===== src/shared/cfmx_pkg.sv =====
// package for the clock fan-out block: widths, encodings, carried pin groups
package cfmx_pkg;
    localparam int   NUM_OUTPUTS    = 5;
    localparam logic SEL_DIFF       = 1'h0;
    localparam logic SEL_SINGLE     = 1'h1;
    localparam logic GATE_OPEN_N    = 1'h0;
    localparam logic GATE_SHUT_N    = 1'h1;
    localparam logic OUT_LOW        = 1'h0;
    localparam logic [1:0] SYNC_RST = 2'h0;
    localparam logic ACT_RST        = 1'h0;

    typedef struct packed {
        logic true_line;
        logic comp_line;
    } cfmx_diff_t;

    typedef enum {
        CFMX_IDLE,
        CFMX_PASS
    } cfmx_state_t;
endpackage : cfmx_pkg


===== src/rtl/cfmx_fanout.sv =====
// clock fan-out: two-way source select, synchronous gate, five true/complement output pairs
// What this block does
// - low select takes differential, high takes single-ended
// - chosen clock copied to all five pairs
// - gate input registered; registered value gates outputs
// - gate low: outputs start at next falling edge
// - gate high: outputs forced low at falling edge
// - outputs switch on or off only while low
// - open differential input reads as steady low
// - each pair carries true and complement lines
`timescale 1ns/1ps
`default_nettype none

module cfmx_fanout #(
    parameter int N_OUT = cfmx_pkg::NUM_OUTPUTS
) (
    input  wire logic                      core_clk,
    input  wire logic                      rst_n,
    input  wire logic                      diff_clk_p,
    input  wire logic                      diff_clk_n,
    input  wire logic                      diff_open,
    input  wire logic                      single_ended_clock_in,
    input  wire logic                      source_choice,
    input  wire logic                      output_gate_n,
    output cfmx_pkg::cfmx_diff_t [N_OUT-1:0] buffered_outputs,
    output logic                           outputs_active
);
    // the clock inputs are sampled on core_clk; fast enough sources are out of scope
    logic [1:0] sync_p_q, sync_n_q, sync_s_q, sync_sel_q, sync_en_q, sync_open_q;
    logic       chosen_q;
    logic       gate_q;
    cfmx_pkg::cfmx_state_t state_q, state_d;
    cfmx_pkg::cfmx_diff_t [N_OUT-1:0] out_q, out_d;
    logic       act_q;

    always_ff @(posedge core_clk) begin
        if (!rst_n) begin
            sync_p_q   <= cfmx_pkg::SYNC_RST;
            sync_n_q   <= cfmx_pkg::SYNC_RST;
            sync_s_q   <= cfmx_pkg::SYNC_RST;
            sync_sel_q <= cfmx_pkg::SYNC_RST;
            sync_en_q  <= {2{cfmx_pkg::GATE_SHUT_N}};
            sync_open_q <= cfmx_pkg::SYNC_RST;
        end else begin
            sync_p_q   <= {sync_p_q[0], diff_clk_p};
            sync_n_q   <= {sync_n_q[0], diff_clk_n};
            sync_s_q   <= {sync_s_q[0], single_ended_clock_in};
            sync_sel_q <= {sync_sel_q[0], source_choice};
            sync_en_q  <= {sync_en_q[0], output_gate_n};
            // the open-pin flag is a pin level too, so it is synchronised like the rest
            sync_open_q <= {sync_open_q[0], diff_open};
        end
    end

    // open pins bias to differential low, so an open pair never clocks
    wire diff_level = !sync_open_q[1] && sync_p_q[1] && !sync_n_q[1];
    wire chosen_d   = (sync_sel_q[1] == cfmx_pkg::SEL_SINGLE) ? sync_s_q[1]
                                                               : diff_level;
    wire fall_edge  = chosen_q && !chosen_d;
    wire gate_d     = fall_edge ? sync_en_q[1] : gate_q;

    // the pass state changes only on a falling edge, when the chosen clock is low
    // it reads the registered gate, so a gate change between edges just waits
    always_comb begin
        state_d = state_q;
        case (state_q)
            cfmx_pkg::CFMX_IDLE: begin
                if (fall_edge && gate_d == cfmx_pkg::GATE_OPEN_N) begin
                    state_d = cfmx_pkg::CFMX_PASS;
                end
            end
            cfmx_pkg::CFMX_PASS: begin
                if (fall_edge && gate_d == cfmx_pkg::GATE_SHUT_N) begin
                    state_d = cfmx_pkg::CFMX_IDLE;
                end
            end
            default: begin
                state_d = cfmx_pkg::CFMX_IDLE;
            end
        endcase
    end

    wire pass_now = (state_d == cfmx_pkg::CFMX_PASS);
    wire level    = pass_now ? chosen_d : cfmx_pkg::OUT_LOW;

    // one pair: true copy above, complement below; reset and live path share it
    function automatic cfmx_pkg::cfmx_diff_t pair_of(input logic lvl);
        cfmx_pkg::cfmx_diff_t pair;
        pair.true_line = lvl;
        pair.comp_line = !lvl;
        return pair;
    endfunction : pair_of

    always_comb begin
        for (int i = 0; i < N_OUT; i++) begin
            out_d[i] = pair_of(level);
        end
    end

    always_ff @(posedge core_clk) begin
        if (!rst_n) begin
            chosen_q <= cfmx_pkg::OUT_LOW;
            gate_q   <= cfmx_pkg::GATE_SHUT_N;
            state_q  <= cfmx_pkg::CFMX_IDLE;
            out_q    <= {N_OUT{pair_of(cfmx_pkg::OUT_LOW)}};
            act_q    <= cfmx_pkg::ACT_RST;
        end else begin
            chosen_q <= chosen_d;
            gate_q   <= gate_d;
            state_q  <= state_d;
            out_q    <= out_d;
            act_q    <= pass_now;
        end
    end

    assign buffered_outputs = out_q;
    assign outputs_active   = act_q;

    // outputs idle until a falling edge clocks in a low gate
    property p_start_on_fall;
        @(posedge core_clk) disable iff (!rst_n)
            (fall_edge && !sync_en_q[1])
            |=> act_q;
    endproperty
    a_start_on_fall: assert property (p_start_on_fall) else $error("no start");

    property p_stop_on_fall;
        @(posedge core_clk) disable iff (!rst_n)
            (fall_edge && sync_en_q[1])
            |=> (!act_q && !out_q[0].true_line);
    endproperty
    a_stop_on_fall: assert property (p_stop_on_fall) else $error("no stop");

    property p_low_start;
        @(posedge core_clk) disable iff (!rst_n)
            $rose(act_q)
            |-> !out_q[0].true_line && !$past(out_q[0].true_line);
    endproperty
    a_low_start: assert property (p_low_start) else $error("runt at start");

    property p_low_stop;
        @(posedge core_clk) disable iff (!rst_n)
            $fell(act_q)
            |-> !out_q[0].true_line && !chosen_q;
    endproperty
    a_low_stop: assert property (p_low_stop) else $error("runt at stop");

    property p_rise_when_active;
        @(posedge core_clk) disable iff (!rst_n)
            $rose(out_q[0].true_line)
            |-> act_q && $past(act_q);
    endproperty
    a_rise_when_active: assert property (p_rise_when_active) else $error("early rise");

    property p_gate_hold;
        @(posedge core_clk) disable iff (!rst_n)
            !fall_edge
            |=> $stable(gate_q);
    endproperty
    a_gate_hold: assert property (p_gate_hold) else $error("gate moved");

    property p_gate_take;
        @(posedge core_clk) disable iff (!rst_n)
            fall_edge
            |=> gate_q == $past(sync_en_q[1]);
    endproperty
    a_gate_take: assert property (p_gate_take) else $error("gate not taken");

    property p_gate_rules;
        @(posedge core_clk) disable iff (!rst_n)
            (state_q == cfmx_pkg::CFMX_PASS) == (gate_q == cfmx_pkg::GATE_OPEN_N);
    endproperty
    a_gate_rules: assert property (p_gate_rules) else $error("raw gate used");

    property p_all_same;
        @(posedge core_clk) disable iff (!rst_n)
            out_q == {N_OUT{out_q[0]}};
    endproperty
    a_all_same: assert property (p_all_same) else $error("pairs differ");

    property p_compl;
        @(posedge core_clk) disable iff (!rst_n)
            out_q[0].comp_line == !out_q[0].true_line;
    endproperty
    a_compl: assert property (p_compl) else $error("not complement");

    property p_follow;
        @(posedge core_clk) disable iff (!rst_n)
            (state_q == cfmx_pkg::CFMX_PASS && !fall_edge)
            |=> out_q[0].true_line == $past(chosen_d);
    endproperty
    a_follow: assert property (p_follow) else $error("not following");

    property p_single_route;
        @(posedge core_clk) disable iff (!rst_n)
            (state_q == cfmx_pkg::CFMX_PASS && !fall_edge && sync_sel_q[1] == cfmx_pkg::SEL_SINGLE)
            |=> out_q[0].true_line == $past(sync_s_q[1]);
    endproperty
    a_single_route: assert property (p_single_route) else $error("single not routed");

    property p_diff_route;
        @(posedge core_clk) disable iff (!rst_n)
            (state_q == cfmx_pkg::CFMX_PASS && !fall_edge && sync_sel_q[1] == cfmx_pkg::SEL_DIFF)
            |=> out_q[0].true_line == $past(diff_level);
    endproperty
    a_diff_route: assert property (p_diff_route) else $error("diff not routed");

    property p_open_low;
        @(posedge core_clk) disable iff (!rst_n)
            (sync_open_q[1] && sync_sel_q[1] == cfmx_pkg::SEL_DIFF)
            |=> !chosen_q;
    endproperty
    a_open_low: assert property (p_open_low) else $error("open not low");

    property p_idle_low;
        @(posedge core_clk) disable iff (!rst_n)
            (state_q == cfmx_pkg::CFMX_IDLE)
            |-> !out_q[0].true_line && !act_q;
    endproperty
    a_idle_low: assert property (p_idle_low) else $error("idle not low");

    property p_no_start_idle;
        @(posedge core_clk) disable iff (!rst_n)
            (state_q == cfmx_pkg::CFMX_IDLE && !fall_edge)
            |=> !act_q;
    endproperty
    a_no_start_idle: assert property (p_no_start_idle) else $error("start without edge");

    // main scenarios: start, stop, each source, open differential pins
    c_start: cover property (@(posedge core_clk) disable iff (!rst_n) $rose(act_q));
    c_stop:  cover property (@(posedge core_clk) disable iff (!rst_n) $fell(act_q));
    c_single: cover property (@(posedge core_clk) disable iff (!rst_n)
        act_q && sync_sel_q[1] && out_q[0].true_line);
    c_diff: cover property (@(posedge core_clk) disable iff (!rst_n)
        act_q && !sync_sel_q[1] && out_q[0].true_line);
    c_open: cover property (@(posedge core_clk) disable iff (!rst_n)
        act_q && !sync_sel_q[1] && sync_open_q[1]);
endmodule : cfmx_fanout

`default_nettype wire


===== config.mk =====
export PLATFORM = sky130hd
export DESIGN_NAME = cfmx_fanout
export DESIGN_NICKNAME = d
export VERILOG_FILES = /design/src/shared/cfmx_pkg.sv /design/src/rtl/cfmx_fanout.sv
export SDC_FILE = /design/constraint.sdc
export NUM_CORES = 1
export LEC_CHECK = 0
export BUFFER_PORTS_ARGS = -buffer_cell sky130_fd_sc_hd__buf_2
export CAP_MARGIN = 10
export CORE_MARGIN = 5
export CORE_UTILIZATION = 35
export DETAILED_ROUTE_END_ITERATION = 6
export SYNTH_ARGS = -nofsm -noshare
export SYNTH_HDL_FRONTEND = slang
export SYNTH_SLANG_ARGS = --single-unit

===== constraint.sdc =====
create_clock -name core_clk -period 4.3 [get_ports core_clk]
set_clock_uncertainty 0.2 [all_clocks]
set_input_delay 0.645 -clock core_clk [delete_from_list [all_inputs] [get_ports core_clk]]
set_output_delay 0.645 -clock core_clk [all_outputs]
set_load 0.005 [all_outputs]

==> results of run 1 <==
==> layout make-up <==
cell class              count  area, sq um  share of cell area, %
clock buffers               8         58.8                   3.87
multi-input cells          66          354                   23.3
flip-flops and latches     48          961                   63.2
well taps                  46         57.6                   3.78
repair buffers             18         90.1                   5.92
==> logic make-up after synthesis <==
family	share of synthesized area (%)
flops	75.9
compound gates	3.95
other cells	0.296
simple gates	14.8
buf+inv	5.04
==> worst max-delay path, cell delays in order <==
cell	delay, ps
buf_2	190
nor4b_1	270
nand4_1	210
or4_1	560
==> registers in the layout, summed over array words and instances (netlist names) <==
name / flops
sync_n_q: 2
state_q: 32
sync_open_q: 2
sync_s_q: 2
chosen_q: 1
sync_sel_q: 2
sync_p_q: 2
outputs_active: 1
sync_en_q: 2
buffered_outputs: 2
==> metal layers <==
| metal | part of all wire, % | global-route usage (%) | up-vias |
|---|---|---|---|
| met4 | 3.6 | 5.74 | 0 |
| met5 | 0 | 0 | - |
| met2 | 44 | 10.3 | 24 |
| met1 | 44 | 6.68 | 299 |
| met3 | 8.1 | 3.59 | 7 |
| li1 | - | - | 368 |
==> cells in the mapped netlist (all sizes together) <==
cell | count | area share, %
clkbuf | 1 | 0.30
nand2 | 3 | 0.89
and2 | 10 | 4.9
nor4 | 8 | 4.0
or4 | 1 | 0.59
a2111oi | 2 | 1.4
or4b | 1 | 1.1
nand2b | 2 | 0.99
o21ai | 1 | 0.39
conb | 1 | 0.30
buf | 8 | 4.7
a21boi | 1 | 0.59
dfxtp | 48 | 76
nor4b | 2 | 1.4
nand4 | 1 | 0.49
a21bo | 2 | 1.6
or3 | 1 | 0.49
==> through the flow <==
stage               hold WS [ps]  cells  power [mW]
floorplan                    186    123       0.489
global placement             198    178       0.493
detailed placement           201    178       0.495
CTS                          230    186       0.694
global route                 256    186       0.717
finish                       224    186       0.683
==> power by group through the flow <==
stage | clock, mW | sequential, mW | combinational (mW)
6_report | 0.199 | 0.471 | 0.0134
5_1_grt | 0.227 | 0.473 | 0.0162
4_1_cts | 0.210 | 0.471 | 0.0131
3_5_place_dp | 0 | 0.482 | 0.0130
3_3_place_gp | 0 | 0.481 | 0.0129
2_1_floorplan | 0 | 0.480 | 0.00890
==> path summary, 6_finish.rpt <==
kind,start,cells after the start,to,slack (ps)
max,rst_n,4,buffered_outputs[6],2450
min,sync_en_q[0],1,sync_en_q[1],220
max reg2reg,sync_sel_q[1],3,buffered_outputs[6],2520
min reg2reg,sync_en_q[0],1,sync_en_q[1],220
==> out/qor.yml, run 1 <==
run_status:
  outcome: "finished clean"
detailed_routing:
  vias: 698
  viasPerCell: 3.75
  wl_per_cell_um: 7.87
  first_pass_iters: 2
  drc: 0
  routed_wl_um: 1460
  drtIter0Drc: 15
  ant_nets: 0
setup_path:
  worst-path-max-fanout: 14
  crit_required_ps: 4320
  cp-start-kind: "primary input"
  crit_arrival_ps: 1880
  path_class: "in2reg"
  end_kind: "flop"
sta:
  final-max-slew-violation-count: 0
  setup_tns_ps: 0
  hold_viol: 0
  rsz0062_at_grt: "false"
  min_period_over_period_pct: 43.1
  setup_slack_ps: 2450
  fmax_mhz: 540
  finalCriticalPeriod_ps: 1850
  final-setup-viol-count: 0
clock_tree:
  root_buffer: "clkbuf_4"
  clk_latency_ps: 340
  cts_hold_repair.buffers: 0
  postCtsSetupBuffers: 0
  clock_path_buffers: 2
  cts_num_sinks: 48
  cts_max_level: 2
  cts-resized-gates: 0
  clk_pin_slew_ps: 110
  cts_tree: "yes"
  cts_buffers: 5
job:
  drv_cap: 0
global_routing:
  track_usage_pct: 6.75
  antenna_found_initial: 0
  grt-ovfl-total: 0
  grt_pass1_vias: 634
  grt_pass1_wl_um: 2460
  grt_max_degree: 15
final_layout:
  drive_above_1_share_pct: 18.6
  diodes: 0
  fin_util_pct: 44.5
  final_common_cell: "dfxtp_1"
  layout_common_cells: "dfxtp_1 (48), conb_1 (31), buf_2 (18), and2_1 (10), nor4_1 (8)"
  layout.nets: 147
  fill_cells: 352
  synthToLayoutAreaGrowth_pct: 20.2
  final_area_sq_um: 1520
placement:
  placed_cell_area_sq_um: 1460
  place_congestion: 0.661
  pre_cts_slack_ps: 2070
  io_buffers: 18
pwr:
  p_seq_share_pct: 68.9
  power.leakage_nw: 0.657
  p_int_uw: 553
  p_sw_share_pct: 19.0
  p_sw_uw: 130
  ir_drop_mv: 0.210
  power.clock.fraction_pct: 29.1
  p_per_area_nw_per_um2: 449
  combinationalPowerShare_pct: 2.0
synth:
  ys_ff_latch: 48
  ys_seq_area_share_pct: 75.9
  synth.avg_cell_area_sq_um: 13.6
  synth_warnings: 0
  synthesis.area_sq_um: 1270
  synth_cell_type_count: 18
  netlist_instances: 93
floorplanning:
  ioPinCount: 19
  die_w_um: 70.1
  die_y_um: 70.1
  floorplan.initialDensity_pct: 37.1
  coreArea_sq_um: 3420
  dieArea_sq_um: 4920
  rows: 21
min_path:
  hold_path_class: "reg2reg"
Power figures use the tool's default switching activity.
==> inputs of run 2 (changes only) <==
clock period = 1.6 ns   (was 4.3 ns; I/O delays follow)
==> out/qor.yml, run 2 (synthesis gave the netlist of run 1 again) <==
floorplanning:
  dieArea_sq_um: 4920
  rows: 21
  floorplan.initialDensity_pct: 37.1
  coreArea_sq_um: 3420
  die_w_um: 70.1
  die_y_um: 70.1
  ioPinCount: 19
clock_tree:
  cts_num_sinks: 48
  cts_max_level: 2
  clk_pin_slew_ps: 130
  clk_latency_ps: 340
  clock_path_buffers: 2
  cts_tree: "yes"
  root_buffer: "clkbuf_4"
  cts_buffers: 5
final_layout:
  drive_above_1_share_pct: 29.1
  final_common_cell: "dfxtp_1"
  synthToLayoutAreaGrowth_pct: 34.8
  layout.nets: 158
  fill_cells: 314
  layout_common_cells: "dfxtp_1 (46), conb_1 (31), buf_2 (18), and2_1 (10), dlygate4sd3_1 (6)"
  diodes: 0
  largest_reg_flops: 32
  final_cell_count_no_fill: 197
  regMostFlops: "state_q"
sta:
  hold_viol: 0
  rsz0062_at_grt: "true"
  final-setup-viol-count: 3
  hold_slack_ps: 35.9
  setup_tns_ps: -311
  final-max-slew-violation-count: 0
  fmax_mhz: 568
  setup_slack_ps: -162
  min_period_over_period_pct: 110
  finalCriticalPeriod_ps: 1760
setup_path:
  worst-path-max-fanout: 2
  cp-start-kind: "flop"
  path_class: "reg2reg"
  crit_required_ps: 1620
  ff2ff_path_depth: 3
  end_kind: "flop"
  crit_arrival_ps: 1790
placement:
  io_buffers: 18
  place_congestion: 0.675
  post-place-cells: 181
  hpwl_um: 1170
  pre_cts_slack_ps: -181
global_routing:
  track_usage_pct: 7.59
  antenna_found_initial: 0
  grt_pass1_vias: 724
  grt_pass1_wl_um: 2840
  grt-ovfl-total: 0
  grt_max_degree: 15
job:
  drv_cap: 0
run_status:
  failed_checks: "setup timing"
  outcome: "complete, but fails checks"
detailed_routing:
  ant_nets: 0
  routed_wl_um: 1780
  viasPerCell: 3.82
  first_pass_iters: 2
  vias: 753
  drtIter0Drc: 12
  drc: 0
  wl_per_cell_um: 9.05
min_path:
  hold_path_class: "in2reg"
  hold_depth: 3
pwr:
  ir_drop_mv: 0.769
  p_per_area_nw_per_um2: 1100
  power.leakage_nw: 0.722
-- run 2: cell types whose count changed in the layout (fill, tap and decap cells not counted), sizes merged --
cell and delta:
dlygate4sd3 +6, buf +5, clkbuf -2, clkinv +2
-- run 2: final timing paths --
| check | start | end | slack, ps |
|---|---|---|---|
| max | sync_open_q[1] | buffered_outputs[6] | -160 |
| min | rst_n | sync_en_q[1] | 40 |
| max reg2reg | sync_open_q[1] | buffered_outputs[6] | -160 |
| min reg2reg | sync_en_q[0] | sync_en_q[1] | 210 |
-- run 2: layout make-up --
cell class	count	area (sq um)	share of cell area, %
Sequential cell	48	963	56.5
Tap cell	46	57.6	3.37
Clock buffer	6	51.3	3.01
Clock inverter	2	10.0	0.587
Timing Repair Buffer	29	188	11.0
Multi-Input combinational cell	66	437	25.6
-- run 2: worst max-delay path, stage by stage, from the launching register on --
cell	delay (ps)
dfxtp_2	340
or4b_4	530
a21bo_1	190
or4_1	380
-- run 2: where the power goes --
group | total (mW) | internal (mW) | leakage (nW) | switching, mW
registers | 1.27 | 1.25 | 0.402 | 0.0206
clock network | 0.541 | 0.210 | 0.0380 | 0.331
logic | 0.0594 | 0.0357 | 0.282 | 0.0237
-- run 2: per-stage QoR --
| step | instance area, sq um | total power, mW | util [%] |
|---|---|---|---|
| detailed placement | 1490 | 1.33 | 43.5 |
| global route | 1710 | 1.96 | 50.0 |
| CTS | 1640 | 1.88 | 48.0 |
| global placement | 1490 | 1.33 | 43.5 |
| floorplan | 1380 | 1.31 | - |
| finish | 1710 | 1.87 | 50.0 |
-- run 2: timing repair --
item / CTS / global route
hold endpoints to repair: 6 / 0
resized for setup: 7 / 10
buffers inserted: 1 / 1
endpoints found under the setup margin: 3 / 4
gates cloned: 0 / 0
hold buffers: 6 / 0
pin swaps: 1 / 2
-- run 2: routing by layer --
layer  global-route usage (%)  wire length [um]
met1                     7.03               736
met3                     5.16               140
met2                     12.6               889
met4                     3.83                15
met5                        0                 0
